### config.mk
export PLATFORM = sky130hd
export DESIGN_NAME = msr_readback_regs
export DESIGN_NICKNAME = d
export VERILOG_FILES = /design/src/verilog/msr_pkg.sv /design/src/verilog/msr_readback_regs.sv /design/src/verilog/msr_sticky_flags.sv /design/src/verilog/msr_meas_capture.sv
export VERILOG_INCLUDE_DIRS = /design/src /design/src/verilog
export SDC_FILE = /design/constraint.sdc
export NUM_CORES = 1
export LEC_CHECK = 0
export CAP_MARGIN = 20
export CORE_MARGIN = 8
export CORE_UTILIZATION = 30
export DETAILED_ROUTE_END_ITERATION = 8
export DONT_BUFFER_PORTS = 1
export PLACE_DENSITY = 0.52
export SLEW_MARGIN = 20
export SYNTH_ARGS = -nofsm -noshare
export SYNTH_HDL_FRONTEND = slang
export SYNTH_SLANG_ARGS = --single-unit
### constraint.sdc
create_clock -name clk -period 1.75 [get_ports clk]
set_clock_uncertainty 0.2 [all_clocks]
set_input_delay 0.175 -clock clk [delete_from_list [all_inputs] [get_ports clk]]
set_output_delay 0.175 -clock clk [all_outputs]
set_load 0.1 [all_outputs]
### src/verilog/msr_defs.svh
// Register offsets, field positions and reset values of the motor status readback block.
`ifndef MSR_DEFS_SVH
`define MSR_DEFS_SVH

// ==========================================================================
// Register indices (byte address is four times the index)
// ==========================================================================
`define MSR_IDX_W 10
`define MSR_IDX_FAULT 10'h000
`define MSR_IDX_SPEED 10'h001
`define MSR_IDX_PERIOD 10'h002
`define MSR_IDX_BEMF 10'h003
`define MSR_IDX_CURRENT 10'h004
`define MSR_IDX_MASK 10'h010

// ==========================================================================
// Field positions
// ==========================================================================
`define MSR_BIT_OVER_TEMP 15
`define MSR_BIT_CLOSED_LOOP_STUCK 5
`define MSR_BIT_OPEN_LOOP_STUCK 4
`define MSR_BIT_NO_MOTOR 3
`define MSR_BIT_EMF_ABNORMAL 2
`define MSR_BIT_SPEED_ABNORMAL 1
`define MSR_BIT_HW_CURRENT_LIMIT 0
`define MSR_NUM_FLAGS 7
`define MSR_CUR_W 11

// ==========================================================================
// Reset values and implemented bits
// ==========================================================================
`define MSR_FAULT_IMPL 16'h803f
`define MSR_FAULT_RESET 16'h0000
`define MSR_MASK_RESET 16'h0000
`define MSR_MEAS_RESET 16'h0000
`define MSR_RDATA_RESET 32'h0000_0000

`endif

### src/verilog/msr_pkg.sv
// Types and the register decoder of the motor status readback block.
`default_nettype none
`include "msr_defs.svh"

package msr_pkg;

  typedef logic [15:0] msr_word_t;

  typedef enum logic [2:0] {
    msr_sel_fault,
    msr_sel_speed,
    msr_sel_period,
    msr_sel_bemf,
    msr_sel_current,
    msr_sel_mask,
    msr_sel_none
  } msr_sel_t;

  function automatic msr_sel_t msr_decode(input logic [`MSR_IDX_W-1:0] idx);
    msr_sel_t sel;
    sel = msr_sel_none;
    case (idx)
      `MSR_IDX_FAULT: sel = msr_sel_fault;
      `MSR_IDX_SPEED: sel = msr_sel_speed;
      `MSR_IDX_PERIOD: sel = msr_sel_period;
      `MSR_IDX_BEMF: sel = msr_sel_bemf;
      `MSR_IDX_CURRENT: sel = msr_sel_current;
      `MSR_IDX_MASK: sel = msr_sel_mask;
      default: sel = msr_sel_none;
    endcase
    return sel;
  endfunction

endpackage

`default_nettype wire

### src/verilog/msr_readback_regs.sv
// Motor status readback registers with sticky faults and measurements on APB.
//
// Overview of operation
// (RL1) Fault bits 5 to 0 flag closed-loop stuck, open-loop stuck, no motor, abnormal emf constant, abnormal speed and hardware current limit, each sticky, zero at reset and cleared by writing one.
// (RL2) The speed register holds a 16-bit unsigned value whose tenth is the speed in hertz.
// (RL3) The period register holds a 16-bit value whose tenfold is the period in microseconds.
// (RL4) The emf constant register holds a 16-bit value that divided by 2 and by 1090 gives volts per hertz.
// (RL5) The current register holds an 11-bit offset-coded field in bits 10 to 0 giving 3 times field minus 1023 over 2048 amperes.
// (RL6) Current register bits 15 to 11 read as zero and software leaves them alone.
// (RL7) Fault bit 15 sets on over-temperature shutdown and clears by writing one.
// (RL8) Writes to the four measurement registers are ignored and each reads zero after reset until updated.
//
// The APB register port was left to the implementer.
`timescale 1ns/1ns
`default_nettype none
`include "msr_defs.svh"

module msr_readback_regs
  import msr_pkg::*;
#(
  parameter int ADDR_W = 12,
  parameter int CUR_W = `MSR_CUR_W
) (
  // Clock, reset and enable
  input wire logic clk,
  input wire logic rst_b,
  input wire logic ce,
  // APB slave
  input wire logic psel,
  input wire logic penable,
  input wire logic pwrite,
  input wire logic [ADDR_W-1:0] paddr,
  input wire logic [31:0] pwdata,
  output logic [31:0] prdata,
  output logic pready,
  output logic pslverr,
  // Fault events
  input wire logic closed_loop_stuck_det,
  input wire logic open_loop_stuck_det,
  input wire logic no_motor_det,
  input wire logic emf_constant_abnormal_det,
  input wire logic speed_abnormal_det,
  input wire logic hw_current_limit_det,
  input wire logic over_temperature_det,
  // Measurements
  input wire logic speed_valid,
  input wire logic [15:0] speed_value,
  input wire logic period_valid,
  input wire logic [15:0] period_value,
  input wire logic backemf_valid,
  input wire logic [15:0] backemf_value,
  input wire logic current_valid,
  input wire logic [CUR_W-1:0] current_value,
  // Interrupt
  output logic irq
);

  // ==========================================================================
  // Bus decode
  // ==========================================================================
  logic [`MSR_IDX_W-1:0] idx;
  msr_sel_t sel;
  logic setup_phase;
  logic access_done;
  logic wr_done;

  assign idx = paddr[`MSR_IDX_W+1:2];
  assign sel = msr_decode(idx);
  assign setup_phase = psel && !penable;
  assign access_done = psel && penable && pready;
  assign wr_done = access_done && pwrite;

  // ==========================================================================
  // Fault flags
  // ==========================================================================
  logic [`MSR_NUM_FLAGS-1:0] fault_set;
  logic [`MSR_NUM_FLAGS-1:0] fault_clr;
  logic [`MSR_NUM_FLAGS-1:0] fault_q;
  msr_word_t fault_word;
  logic wr_fault;

  assign wr_fault = wr_done && (sel == msr_sel_fault);

  assign fault_set = {
    over_temperature_det,
    closed_loop_stuck_det,
    open_loop_stuck_det,
    no_motor_det,
    emf_constant_abnormal_det,
    speed_abnormal_det,
    hw_current_limit_det
  };

  assign fault_clr = {
    pwdata[`MSR_BIT_OVER_TEMP],
    pwdata[`MSR_BIT_CLOSED_LOOP_STUCK:`MSR_BIT_HW_CURRENT_LIMIT]
  } & {`MSR_NUM_FLAGS{wr_fault}}; // see (RL1) see (RL7)

  msr_sticky_flags #(
    .N(`MSR_NUM_FLAGS)
  ) u_flags (
    .clk(clk),
    .rst_b(rst_b),
    .ce(ce),
    .set_in(fault_set),
    .clr_in(fault_clr),
    .flags(fault_q)
  );

  assign fault_word = {fault_q[6], 9'h000, fault_q[5:0]}; // see (RL1) see (RL7)

  // ==========================================================================
  // Measurement registers
  // ==========================================================================
  msr_word_t speed_q;
  msr_word_t period_q;
  msr_word_t bemf_q;
  logic [CUR_W-1:0] current_q;

  msr_meas_capture #(
    .W(16)
  ) u_speed (
    .clk(clk),
    .rst_b(rst_b),
    .ce(ce),
    .valid(speed_valid),
    .value(speed_value),
    .reading(speed_q)
  );

  msr_meas_capture #(
    .W(16)
  ) u_period (
    .clk(clk),
    .rst_b(rst_b),
    .ce(ce),
    .valid(period_valid),
    .value(period_value),
    .reading(period_q)
  );

  msr_meas_capture #(
    .W(16)
  ) u_bemf (
    .clk(clk),
    .rst_b(rst_b),
    .ce(ce),
    .valid(backemf_valid),
    .value(backemf_value),
    .reading(bemf_q)
  );

  msr_meas_capture #(
    .W(CUR_W)
  ) u_current (
    .clk(clk),
    .rst_b(rst_b),
    .ce(ce),
    .valid(current_valid),
    .value(current_value),
    .reading(current_q)
  );

  // ==========================================================================
  // Interrupt mask
  // ==========================================================================
  msr_word_t mask_reg;
  logic irq_reg;
  logic irq_next;

  assign irq_next = |(fault_word & mask_reg);

  always_ff @(posedge clk or negedge rst_b) begin
    if (!rst_b) begin
      mask_reg <= `MSR_MASK_RESET;
    end else if (ce && wr_done && (sel == msr_sel_mask)) begin
      mask_reg <= pwdata[15:0] & `MSR_FAULT_IMPL;
    end
  end

  always_ff @(posedge clk or negedge rst_b) begin
    if (!rst_b) begin
      irq_reg <= 1'b0;
    end else if (ce) begin
      irq_reg <= irq_next;
    end
  end

  assign irq = irq_reg;

  // ==========================================================================
  // Read data and answer
  // ==========================================================================
  msr_word_t rd_word;
  logic [31:0] prdata_reg;
  logic pready_reg;
  logic pslverr_reg;

  always_comb begin
    rd_word = 16'h0000;
    case (sel)
      msr_sel_fault: rd_word = fault_word;
      msr_sel_speed: rd_word = speed_q; // see (RL2)
      msr_sel_period: rd_word = period_q; // see (RL3)
      msr_sel_bemf: rd_word = bemf_q; // see (RL4)
      msr_sel_current: rd_word = {{(16-CUR_W){1'b0}}, current_q}; // see (RL5) see (RL6)
      msr_sel_mask: rd_word = mask_reg;
      default: rd_word = 16'h0000;
    endcase
  end

  always_ff @(posedge clk or negedge rst_b) begin
    if (!rst_b) begin
      prdata_reg <= `MSR_RDATA_RESET;
    end else if (ce && setup_phase && !pwrite) begin
      prdata_reg <= {16'h0000, rd_word};
    end
  end

  always_ff @(posedge clk or negedge rst_b) begin
    if (!rst_b) begin
      pready_reg <= 1'b0;
      pslverr_reg <= 1'b0;
    end else if (ce) begin
      if (setup_phase) begin
        pready_reg <= 1'b1;
        pslverr_reg <= (sel == msr_sel_none);
      end else if (access_done) begin
        pready_reg <= 1'b0;
        pslverr_reg <= 1'b0;
      end
    end
  end

  assign prdata = prdata_reg;
  assign pready = pready_reg;
  assign pslverr = pslverr_reg;
endmodule

`default_nettype wire

### src/verilog/msr_sticky_flags.sv
// Sticky fault flags that set on an event and clear on a written one.
`timescale 1ns/1ns
`default_nettype none

module msr_sticky_flags #(
  parameter int N = 7
) (
  // Clock, reset and enable
  input wire logic clk,
  input wire logic rst_b,
  input wire logic ce,
  // Events and clears
  input wire logic [N-1:0] set_in,
  input wire logic [N-1:0] clr_in,
  // Flags
  output logic [N-1:0] flags
);

  logic [N-1:0] flag_reg;

  assign flags = flag_reg;

  for (genvar i = 0; i < N; i++) begin : g_flag
    always_ff @(posedge clk or negedge rst_b) begin
      if (!rst_b) begin
        flag_reg[i] <= 1'b0;
      end else if (ce) begin
        if (set_in[i]) begin
          flag_reg[i] <= 1'b1; // see (RL1) see (RL7)
        end else if (clr_in[i]) begin
          flag_reg[i] <= 1'b0; // see (RL1) see (RL7)
        end
      end
    end

  end
endmodule

`default_nettype wire

### src/verilog/msr_meas_capture.sv
// Read-only measurement register loaded from the measurement path.
`timescale 1ns/1ns
`default_nettype none

module msr_meas_capture #(
  parameter int W = 16
) (
  // Clock, reset and enable
  input wire logic clk,
  input wire logic rst_b,
  input wire logic ce,
  // Measurement input
  input wire logic valid,
  input wire logic [W-1:0] value,
  // Register value
  output logic [W-1:0] reading
);

  logic [W-1:0] reading_reg;

  assign reading = reading_reg;

  always_ff @(posedge clk or negedge rst_b) begin
    if (!rst_b) begin
      reading_reg <= '0; // see (RL8)
    end else if (ce && valid) begin
      reading_reg <= value; // see (RL2) see (RL3) see (RL4) see (RL5)
    end
  end
endmodule

`default_nettype wire

## Word-level counts from Yosys, hierarchy flattened

Index checks and enable logic that the tools add are counted.

| word-level totals | value |
|---|---|
| word-level logic and storage cells | 82 |
| bits in registers | 92 |
| output and inout port bits | 35 |

| cells by class | value |
|---|---|
| equality and inequality tests | 11 |
| muxes and demuxes | 19 |
| reductions and logical operators | 34 |
| bitwise logic cells | 2 |

Operators by type and width:

| cell | count |
|---|---|
| $pmux 16 s6 | 1 |
| $eq 10x2->1 const B | 2 |
| $pmux 3 s6 | 1 |
| $mux 1 | 17 |
| $and 16x16->16 | 1 |
| $reduce_and 2->1 | 8 |
| $reduce_bool 2->1 | 8 |
| $reduce_or 16->1 | 1 |
| $logic_and 1x1->1 | 13 |
| $eq 10x1->1 const B | 1 |
| $eq 10x3->1 const B | 1 |
| $eq 10x5->1 const B | 1 |
| $logic_not 10->1 | 1 |
| $eq 3x3->1 const B | 3 |
| $and 7x7->7 | 1 |
| $eq 3x2->1 const B | 2 |
| $eq 3x1->1 const B | 1 |
| $logic_not 3->1 | 1 |
| $logic_not 1->1 | 2 |

## Depth between registers and ports, before layout

Gate-level depths: netlist of the first run.

| depth | value |
|---|---|
| word-level depth | 7 |
| mapped depth | 10 |
| gate-level depth less buffers | 8 |

## Modules after synthesis

From an unflattened synthesis of the first run, not the netlist that was laid out.

| unflattened totals | value |
|---|---|
| cells, all modules | 364 |
| area, all modules | 4595.7 µm² |

By module, submodules not included:

| module | area each (µm²) | cells each | seq. area each (µm²) | times used |
|---|---|---|---|---|
| msr_readback_regs | 1955.6 | 216 | 650.6 | 1 |
| msr_meas_capture at u_bemf ... | 635.6 | 34 | 400.4 | 3 |
| msr_meas_capture at u_current | 454.2 | 24 | 275.3 | 1 |
| msr_sticky_flags | 279.0 | 22 | 175.2 | 1 |

## Worst setup path after synthesis of the first run

Ideal clock, no wire load.

| path | value |
|---|---|
| path type | input port to flip-flop |
| from | in paddr[11] |
| to | reg mask_reg[0] |
| cell stages on the path | 8 |
| arrival time | 2016 ps |
| setup slack | -591 ps |
| data required time | 1425 ps |
| setup time | 125 ps |
| path through | nor4_2 > nand3_1 > ha_1 > nor3_1 > and4_1 > buf_2 > nand2_1 > mux2_2 |

| on the way | value |
|---|---|
| longest elaborated chain between the ends | 4 |
| elaborated cells on any way between the ends | 9 |
| those cells by class | eq/ne (6); mux (1); reduce/logical (2) |

Ends and longest elaborated chain:

| element | line | RTL |
|---|---|---|
| start, declared | msr_readback_regs.sv:32 | `input wire logic [ADDR_W-1:0] paddr,` |
| $eq 10x5->1, or another cell as far along | msr_pkg.sv:22 | `case (idx)` |
| $pmux 3 s6 * | msr_pkg.sv:22 |  |
| $eq 3x3->1 * | msr_readback_regs.sv:176 | `end else if (ce && wr_done && (sel == msr_sel_mask)) begin` |
| $logic_and 1x1->1 * | msr_readback_regs.sv:176 |  |
| end signal, assigned | msr_readback_regs.sv:175 | `` mask_reg <= `MSR_MASK_RESET; `` |
| end signal, assigned | msr_readback_regs.sv:177 | `` mask_reg <= pwdata[15:0] & `MSR_FAULT_IMPL; `` |
| end, declared | msr_readback_regs.sv:167 | `msr_word_t mask_reg;` |

Mark *: on every way between the ends. The rest lies on a longest branch, timed or not.
A chain may end at the register's enable or synchronous reset.

## Worst setup path after layout of the first run

| path | value |
|---|---|
| from | reg pready_reg, in the netlist pready |
| to | reg pready_reg, in the netlist pready |

| on the way | value |
|---|---|
| longest elaborated chain between the ends | 3 |

Ends and longest elaborated chain:

| element | line | RTL |
|---|---|---|
| start, declared | msr_readback_regs.sv:196 | `logic pready_reg;` |
| start signal, assigned | msr_readback_regs.sv:222 | `pready_reg <= 1'b0;` |
| start signal, assigned | msr_readback_regs.sv:226 | `pready_reg <= 1'b1;` |
| start signal, assigned | msr_readback_regs.sv:229 | `pready_reg <= 1'b0;` |
| $logic_and 1x1->1 | msr_readback_regs.sv:70 | `assign access_done = psel && penable && pready;` |
| $reduce_bool 2->1 (no line) | -- |  |
| $reduce_and 2->1 (no line) | -- |  |

No other way between the ends.

==> run_results.csv, run 1 <==
group,metric,value,unit
critical_path,cp_num_buf_inv,2,
cells_and_area,drive_gt1_frac,0.401,
timing,setup_violations,0,
cts,h-tree-depth,3,
critical_path,critical_path_class,"reg -> reg",
critical_path,cp.required,1.77,ns
global_routing,grt_max_degree,93,
cts,cts.sinks,92,
placement,globalplace.congestion,0.711,
critical_path,worstSetupStartpointType,"register",
die,rows,44,
yosys,yosys.area_share.simple,0.0810,
detailed_routing,drc_errors,0,
die,dieArea,18600,µm²
timing,whs,-0.682,ns
cells_and_area,final-seq-area,2300,µm²
global_routing,grt_pass1_wl,20.2,mm
critical_path,critPathArrivalTime,1.73,ns
status,violations,"negative hold slack",
critical_path,critPathTopFamily,"buffers and inverters",
critical_path,rr_worst_depth,3,
cts,cts.clk_slew.worst_paths,0.07,ns
yosys,ys_ff_latch,92,
critical_path,end_kind,"register",
detailed_routing,drtPass1Iterations,4,
cts,clock_latency,0.35,ns
yosys,ys_seq_area_frac,0.531,
timing,post-route-period-util,0.975,
critical_path,path_depth,3,
detailed_routing,drtIter0Drc,175,
global_routing,antenna_found_initial,0,
cells_and_area,fin_cells,635,
critical_path,rrSetupSlack,0.04,ns
yosys,synth_compound_area_frac,0.157,
critical_path,critPathLaunch,"pready$_DFFE_PN0P_",
cts,cts_tree,"yes",
critical_path,endpoint,"pready$_DFFE_PN0P_",
timing,grt_setup_unrepaired,"yes",
critical_path,max_stage_delay,0.56,ns
critical_path,worstPathMaxFanout,3,
cells_and_area,multiInputGateArea,1980,µm²
cells_and_area,antenna_cells,0,
power,p_leak,2.51,nW
detailed_routing,routed_wl,13.0,mm
cells_and_area,fin_util,0.426,
cts,clock_path_buffers,2,
timing,drv_slew,0,
detailed_routing,antenna_left,0,
detailed_routing,post_drt_wl_per_cell,20.5,µm
yosys,synth_area,4340,µm²
yosys,muxShareOfSynthArea,0.171,
cells_and_area,final_cell_mix,"91 x dfrtp_1, 78 x dlygate4sd3_1, 66 x mux2_2, 42 x buf_4, 21 x nand2_1",
cells_and_area,final_common_cell,"dfrtp_1",
global_routing,grt_pass1_vias,3547,
timing,fin_crit,1.71,ns
die,fp.coreArea,14300,µm²
cells_and_area,fillers,1341,
placement,dp.cells,535,
cells_and_area,syn_to_final_growth,40.4,%
cts,root_buffer,"clkbuf_16",
placement,port_buffers,0,
critical_path,r2r-start,"pready$_DFFE_PN0P_",
critical_path,slowest_stage,"dlygate4sd3_1",
critical_path,timing.rr.end,"pready$_DFFE_PN0P_",
run,maxCapViolations,0,
placement,hpwl,9.44,mm
detailed_routing,vias,3170,
cts,hold_buffers,78,
detailed_routing,via_per_inst,4.99,
global_routing,track_usage,0.145,
yosys,yosys_warnings,0,
yosys,syn_avg_cell_area,13.3,µm²
status,status,"complete, but fails checks",
timing,fmax,586,MHz
cts,numCtsBuffers,9,
global_routing,grt-ovfl-total,0,
die,initial_core_util,0.303,
timing,hold_viol,92,
die,die_x,136,µm
die,die_h,136,µm
power,p_per_area,862,nW/µm²
yosys,synth_top_family_by_area,"multiplexers",
power,ir_worst_vdd,389,µV
hold_path,hold_path_class,"in -> async",
cells_and_area,final_nets,568,
yosys,synth_cell_type_count,45,
yosys,syn_inst,326,
yosys,synth_fa_ha_area_frac,0.00288,
die,pin_count,155,
yosys,synth_xor_xnor_area_share,0.00202,
critical_path,cp_cell_sequence,"buf_4, a21o_1, dlygate4sd3_1",
[report_power, final]
group	internal, W	switching [W]
Sequential	0.00234	0.000130
Clock	0.00125	0.000826
Combinational	0.000331	0.000372
Total	0.00392	0.00133
[metrics by stage]
step	cell area, µm²	setup TNS (ns)	setup slack (ns)	total power (W)	hold WS (ns)
floorplan	4510	-5.70	-0.231	0.00296	-0.321
global placement	4860	-8.57	-0.318	0.00302	-0.317
detailed placement	4860	-10.46	-0.420	0.00304	-0.317
CTS	5960	0	0.0220	0.00530	-0.699
global route	6090	-0.216	-0.0413	0.00546	-0.697
finish	6090	0	0.0435	0.00525	-0.682
[cell type report]
type                    count  share of cell area
repair buffers            129               0.207
multi-input cells         215               0.325
clock inverters             5              0.0140
well taps                 184              0.0378
clock buffers              10              0.0376
flip-flops and latches     92               0.378
[kinds of logic after synthesis]
kind of cell / count (synthesis)
AO/OA/AOI/OAI: 72
XOR/XNOR: 1
adder cells (fa/ha/maj): 1
buffers and inverters: 34
flip-flops: 92
multiplexers: 66
other: 1
AND/OR/NAND/NOR: 59
[what timing repair did]
item,in CTS,in global routing
endpoints found under the setup margin,9,18
buffers inserted,0,6
resized for setup,2,9
endpoints found under the hold margin,168,92
cloned,0,1
pin swaps,1,12
[worst reg2reg max path, stage by stage, from the launching register on]
cell           delay (ns)
dfrtp_2              0.40
buf_4                0.24
a21o_1               0.19
dlygate4sd3_1        0.56
[cells in the mapped netlist, drive strengths merged]
master	instances	area (µm²)
a222oi	6	60.1
clkbuf	9	37.5
nor2	4	15.0
and4	3	26.3
and3	2	12.5
buf	25	195
ha	1	12.5
a221oi	6	65.1
xor2	1	8.76
nand4	1	6.26
o211ai	2	15.0
nor2b	2	12.5
a21o	1	7.51
a32oi	7	83.8
conb	1	3.75
nor4	3	40.0
mux2	66	743
a22oi	22	210
nor3	5	36.3
and2b	1	7.51
a22o	14	123
or4	2	22.5
nor3b	2	26.3
a41oi	1	8.76
dfrtp	92	2300
nand3	9	45.0
a21oi	1	5.00
nand2	23	88.8
or3	1	6.26
o21ai	12	105
nand2b	1	6.26
[metal layers]
layer	GRT usage	wire length (µm)	share of wire	vias to the layer above
met5	0	0	0	-
met4	0.0513	225	0.017	0
met3	0.0381	683	0.053	14
met2	0.240	6430	0.49	90
met1	0.178	5670	0.44	1622
li1	-	-	-	1444
[worst min-delay path by stage]
stage	startpoint	endpoint	slack, ns	cells past startpoint
finish	rst_b	u_speed.reading[13]$_DFFE_PN0P_	-0.68	0
detailed placement	rst_b	u_speed.reading[13]$_DFFE_PN0P_	-0.32	0
global route	rst_b	u_speed.reading[13]$_DFFE_PN0P_	-0.70	0
global placement	rst_b	u_speed.reading[13]$_DFFE_PN0P_	-0.32	0
CTS	rst_b	u_speed.reading[13]$_DFFE_PN0P_	-0.70	0
floorplan	rst_b	irq$_DFFE_PN0P_	-0.32	0
No activity file was read; power rests on OpenSTA's default activity.
==> run 2: changes to the inputs <==
--- a/config.mk
+++ b/config.mk
@@ -8,10 +8,11 @@
 export LEC_CHECK = 0
 export CAP_MARGIN = 20
 export CORE_MARGIN = 8
-export CORE_UTILIZATION = 30
+export CORE_UTILIZATION = 50
 export DETAILED_ROUTE_END_ITERATION = 8
 export DONT_BUFFER_PORTS = 1
-export PLACE_DENSITY = 0.52
+export GPL_TIMING_DRIVEN = 0
+export PLACE_DENSITY = 0.73
 export SLEW_MARGIN = 20
 export SYNTH_ARGS = -nofsm -noshare
 export SYNTH_HDL_FRONTEND = slang
==> run 2 against run 1 <==
The flow still finishes with violations (negative hold slack). Via count fell by 1.3%. Fmax fell by 1.9%. Cell count fell by 12%. Non-clock buffer count did not move. Critical path depth rose by 6. Final area fell by 2.8%. Die area fell by 36%. Worst setup slack got worse by 0.032 ns. Highest routed layer unchanged. Largest power group unchanged. Clock power fell by 9.6%.
==> run_results.csv, run 2 (synthesized netlist as in run 1, its figures left out) <==
group,metric,value,unit
timing,slew_headroom,0.360,
cells_and_area,fin_util,0.693,
global_routing,grt_pass1_vias,3516,
power,intPower,0.00381,W
timing,worst_pin_slew,0.960,ns
power,p_seq_frac,0.498,
power,clockPowerShare,0.371,
power,ir_worst_vdd,528,µV
cts,cts.sinks,92,
power,combPwrFrac,0.130,
cells_and_area,syn_to_final_growth,36.5,%
cells_and_area,final_common_cell,"dfrtp_1",
critical_path,cp.required,1.79,ns
global_routing,grt_pass1_wl,18.5,mm
critical_path,end_kind,"register",
placement,place_ws,-0.590,ns
timing,post-route-period-util,0.994,
placement,port_buffers,0,
cts,h-tree-depth,3,
die,fp.coreArea,8550,µm²
timing,worst_slack,0.0112,ns
die,rows,34,
timing,drv_slew,0,
cts,cts_tree,"yes",
cells_and_area,final_nets,568,
power,power_switching,0.00124,W
die,pin_count,155,
timing,whs,-0.687,ns
cts,clock_path_buffers,2,
timing,hold_viol,92,
placement,globalplace.congestion,0.823,
detailed_routing,top_layer,"met4",
detailed_routing,vias,3130,
cts,root_buffer,"clkbuf_8",
placement,hpwl,8.08,mm
detailed_routing,wl_met3,815,µm
cells_and_area,fillers,567,
cts,clock_latency,0.34,ns
timing,fmax,575,MHz
detailed_routing,drtIter0Drc,133,
global_routing,grt_max_degree,93,
die,die_x,109,µm
cells_and_area,antenna_cells,0,
power,p_leak,2.45,nW
critical_path,worstPathMaxFanout,8,
global_routing,antenna_found_initial,0,
power,swShare,0.245,
detailed_routing,antenna_left,0,
detailed_routing,drtPass1Iterations,4,
critical_path,critPathArrivalTime,1.77,ns
detailed_routing,drc_errors,0,
detailed_routing,met2_length,6.29,mm
cts,cts.clk_slew.worst_paths,0.09,ns
power,total_power,0.00506,W
run,maxCapViolations,0,
cells_and_area,final_cell_mix,"84 x dfrtp_1, 80 x dlygate4sd3_1, 66 x mux2_2, 31 x buf_4, 20 x nand2_1",
cts,numCtsBuffers,9,
die,dieArea,11900,µm²
cts,hold_buffers,80,
cells_and_area,drive_gt1_frac,0.405,
timing,setup_violations,0,
detailed_routing,via_per_inst,5.59,
status,violations,"negative hold slack",
status,status,"complete, but fails checks",
detailed_routing,routed_wl,11.8,mm
timing,fin_crit,1.74,ns
die,die_h,109,µm
placement,placed_cell_area,4640,µm²
global_routing,track_usage,0.203,
critical_path,critical_path_class,"in -> reg",
die,initial_core_util,0.507,
global_routing,grt-ovfl-total,0,
cells_and_area,final_area,5920,µm²
detailed_routing,met1_length,4.52,mm
hold_path,hold_path_class,"in -> async",
critical_path,worstSetupStartpointType,"primary input",
power,p_per_area,854,nW/µm²
timing,grt_setup_unrepaired,"yes",
detailed_routing,post_drt_wl_per_cell,21.0,µm
==> run 2: cell types whose count changed in the layout (fill, tap and decap cells not counted), sizes merged <==
cell,before,now
buf,50,41
clkbuf,11,18
bufinv,2,4
dlygate4sd3,78,80
inv,2,0
clkinvlp,1,2
==> run 2: routing by layer <==
layer	global-route usage	up-vias
met5	0	-
met4	0.0655	0
met2	0.373	96
met1	0.223	1566
met3	0.0514	11
li1	-	1457
==> run 2: layout make-up <==
class                           instances  area, µm²  share of cell area
Buffer                                 34        269              0.0454
Clock buffer                           10        138              0.0232
Clock inverter                          6        135              0.0228
Multi-Input combinational cell        215       1990               0.336
Sequential cell                        92       2310               0.391
Tap cell                              108        135              0.0228
Timing Repair Buffer                   95        938               0.158
==> run 2: path summary, 6_finish.rpt <==
path                            slack, ns  cells past startpoint                             from                 endpoint
worst max-delay path                 0.01                      9                         paddr[3]  mask_reg[0]$_DFFE_PN0P_
worst min-delay path                -0.69                      0                            rst_b  mask_reg[1]$_DFFE_PN0P_
worst max register to register       0.07                      4               pready$_DFFE_PN0P_  mask_reg[0]$_DFFE_PN0P_
worst min register to register       0.30                      2  u_period.reading[9]$_DFFE_PN0P_    prdata[9]$_DFFE_PN0P_
max in group asynchronous            1.92                      0                            rst_b    prdata[4]$_DFFE_PN0P_
min in group clk                     0.03                      4                          penable  mask_reg[3]$_DFFE_PN0P_
==> run 2: what timing repair did <==
action	in CTS	in global routing
buffers inserted	10	5
cloned	0	0
pin swaps	9	9
setup endpoints to repair	30	41
hold endpoints to repair	173	92
gates resized for setup	16	8
==> run 2: worst max-delay path: stages <==
cell      delay, ns
clkbuf_8       0.14
nor2_2         0.11
nand4_1        0.20
ha_4           0.26
nor3_4         0.12
and4_1         0.24
buf_6          0.14
nand2_4        0.09
mux2_2         0.29
==> run 2: metrics by stage <==
step	cells	TNS, ns
6_report	560	0
5_1_grt	560	-0.309
4_1_cts	555	0
3_5_place_dp	449	-21.86
3_3_place_gp	449	-19.50
2_1_floorplan	341	-5.70
==> run 2: power groups by stage <==
stage	logic [W]	registers (W)	clock network [W]
final	0.000660	0.00252	0.00188
after global routing	0.000703	0.00254	0.00199
after CTS	0.000649	0.00252	0.00191
after detailed placement	0.000489	0.00256	0
after global placement	0.000473	0.00254	0
after floorplan	0.000445	0.00252	0
==> run 3: changes to the inputs <==
--- a/config.mk
+++ b/config.mk
@@ -7,12 +7,14 @@
 export NUM_CORES = 1
 export LEC_CHECK = 0
 export CAP_MARGIN = 20
+export CELL_PAD_IN_SITES_DETAIL_PLACEMENT = 1
+export CELL_PAD_IN_SITES_GLOBAL_PLACEMENT = 2
 export CORE_MARGIN = 8
-export CORE_UTILIZATION = 50
+export CORE_UTILIZATION = 40
 export DETAILED_ROUTE_END_ITERATION = 8
 export DONT_BUFFER_PORTS = 1
 export GPL_TIMING_DRIVEN = 0
-export PLACE_DENSITY = 0.73
+export PLACE_DENSITY = 0.86
 export SLEW_MARGIN = 20
 export SYNTH_ARGS = -nofsm -noshare
 export SYNTH_HDL_FRONTEND = slang
==> run 3 against run 2 <==
The flow finishes with violations (negative hold slack, negative setup slack). Flip-flop and latch count unchanged. Worst setup slack worse by 0.027 ns. Utilization down 13 points. Non-clock buffer count down 1. Power down 1.8%. Register-to-register slack worse by 0.03 ns. Critical path type unchanged. Via count up 1.2%. Die area up 21%.
==> run_results.csv, run 3 (synthesized netlist as in run 1, its figures left out) <==
group,metric,value,unit
status,status,"complete, but fails checks",
status,violations,"negative hold slack, negative setup slack",
timing,hold_viol,92,
critical_path,r2r-start,"pready$_DFFE_PN0P_",
placement,hpwl,8.93,mm
placement,port_buffers,0,
cts,clock_path_buffers,2,
global_routing,grt_max_degree,93,
placement,globalplace.congestion,0.781,
critical_path,critPathArrivalTime,1.83,ns
timing,fmax,566,MHz
detailed_routing,antenna_left,0,
power,power_switching,0.00132,W
hold_path,hold_path_class,"in -> async",
critical_path,cp.required,1.82,ns
detailed_routing,drtPass1Iterations,4,
critical_path,worstSetupStartpointType,"primary input",
cts,root_buffer,"clkbuf_8",
critical_path,timing.rr.end,"pready$_DFFE_PN0P_",
critical_path,critical_path_class,"in -> reg",
die,fp.coreArea,10700,µm²
critical_path,endpoint,"mask_reg[1]$_DFFE_PN0P_",
detailed_routing,routed_wl,13.5,mm
critical_path,max_stage_delay,0.28,ns
die,die_x,120,µm
timing,worst_slack,-0.0158,ns
die,dieArea,14400,µm²
power,p_per_area,832,nW/µm²
power,intPower,0.00364,W
detailed_routing,drc_errors,0,
critical_path,rr_worst_depth,2,
critical_path,worstPathMaxFanout,8,
power,p_seq_frac,0.509,
global_routing,track_usage,0.193,
die,rows,38,
detailed_routing,via_per_inst,5.36,
detailed_routing,post_drt_wl_per_cell,22.9,µm
die,pin_count,155,
detailed_routing,drtIter0Drc,210,
global_routing,grt_pass1_wl,20.9,mm
placement,place_ws,-0.626,ns
power,swShare,0.266,
power,p_leak,2.43,nW
cts,h-tree-depth,3,
cts,numCtsBuffers,9,
timing,post-route-period-util,1.01,
timing,drv_slew,0,
timing,setup_violations,4,
power,clockPowerShare,0.356,
placement,dp.cells,481,
cells_and_area,final_cell_mix,"81 x dlygate4sd3_1, 74 x dfrtp_1, 66 x mux2_2, 28 x buf_4, 20 x nand2_1",
power,combPwrFrac,0.136,
cells_and_area,final_nets,567,
timing,whs,-0.735,ns
cells_and_area,final_common_cell,"dlygate4sd3_1",
timing,slew_headroom,0.408,
power,ir_worst_vdd,686,µV
die,die_h,120,µm
cells_and_area,drive_gt1_frac,0.426,
critical_path,critPathLaunch,"paddr[3]",
detailed_routing,vias,3168,
global_routing,grt_pass1_vias,3668,
cells_and_area,syn_to_final_growth,37.5,%
cells_and_area,fin_util,0.558,
timing,finalSetupTns,-0.0341,ns
cells_and_area,fin_cells,591,
global_routing,grt-ovfl-total,0,
timing,fin_crit,1.77,ns
critical_path,cp_cell_sequence,"buf_4, nor2_2, nand4_1, ha_4, nor3_4, and4_1, buf_6, nand2_4, mux2_2",
cells_and_area,antenna_cells,0,
die,initial_core_util,0.405,
run,maxCapViolations,0,
cts,cts.clk_slew.worst_paths,0.10,ns
global_routing,antenna_found_initial,0,
critical_path,rrSetupSlack,0.04,ns
timing,grt_setup_unrepaired,"yes",
cells_and_area,fillers,1066,
cts,clock_latency,0.39,ns
cts,cts_tree,"yes",
critical_path,slowest_stage,"mux2_2",
timing,worst_pin_slew,0.889,ns
critical_path,end_kind,"register",
cts,cts.sinks,92,
==> run 3: cell types whose count changed in the layout (fill, tap and decap cells not counted), moves of 2 or more <==
cell	previous run	this run
clkinvlp_4	2	0
clkbuf_8	11	9
inv_6	0	2
dfrtp_1	84	74
dfrtp_2	7	17
buf_4	31	28
buf_12	2	4
==> run 3: routing by layer <==
metal / up-vias / share of wire / wire length, µm / global-route usage
li1: 1442 / - / - / -
met1: 1616 / 0.38 / 5190 / 0.204
met2: 97 / 0.53 / 7190 / 0.342
met3: 13 / 0.071 / 968 / 0.0784
met4: 0 / 0.015 / 200 / 0.0679
met5: - / 0 / 0 / 0
==> run 3: layout make-up <==
cell class | count | area (µm²) | share of cell area
clock buffers | 9 | 124 | 0.0208
repair buffers | 94 | 946 | 0.159
plain buffers | 34 | 273 | 0.0457
flip-flops and latches | 92 | 2330 | 0.390
clock inverters | 7 | 121 | 0.0203
well taps | 140 | 175 | 0.0294
multi-input cells | 215 | 2000 | 0.335
==> run 3: through the flow <==
| stage | instance area, µm² | total power [W] |
|---|---|---|
| after floorplan | 4510 | 0.00296 |
| after global placement | 4680 | 0.00302 |
| after detailed placement | 4680 | 0.00305 |
| after CTS | 5820 | 0.00499 |
| after global routing | 5970 | 0.00516 |
| final | 5970 | 0.00497 |
==> run 3: timing repair <==
action | CTS | global route
hold buffers | 79 | 2
setup endpoints to repair | 47 | 40
pin swaps | 7 | 8
buffers inserted | 8 | 4
gates cloned | 0 | 1
resized for setup | 19 | 20
hold endpoints to repair | 173 | 99
==> run 3: how the worst min path moves through the flow <==
stage | startpoint | slack (ns) | depth (start not counted) | endpoint
2_1_floorplan | rst_b | -0.32 | 0 | irq$_DFFE_PN0P_
3_3_place_gp | rst_b | -0.32 | 0 | u_flags.flags[6]$_DFFE_PN0P_
3_5_place_dp | rst_b | -0.32 | 0 | u_flags.flags[0]$_DFFE_PN0P_
4_1_cts | rst_b | -0.75 | 0 | u_flags.flags[0]$_DFFE_PN0P_
5_1_grt | rst_b | -0.77 | 0 | irq$_DFFE_PN0P_
6_report | rst_b | -0.74 | 0 | irq$_DFFE_PN0P_
==> run 3: power by group through the flow <==
stage / registers, W / clock network [W] / logic, W
after floorplan: 0.00252 / 0 / 0.000445
after global placement: 0.00255 / 0 / 0.000475
after detailed placement: 0.00256 / 0 / 0.000493
after CTS: 0.00252 / 0.00182 / 0.000653
after global routing: 0.00255 / 0.00189 / 0.000718
final: 0.00253 / 0.00177 / 0.000673
==> run 3: worst max-delay path: cells and delay by family <==
kind                     cells  cell delay (ns)
adder cells (fa/ha/maj)      1             0.27
AND/OR/NAND/NOR              5             0.79
multiplexers                 1             0.28
buffers and inverters        2             0.31
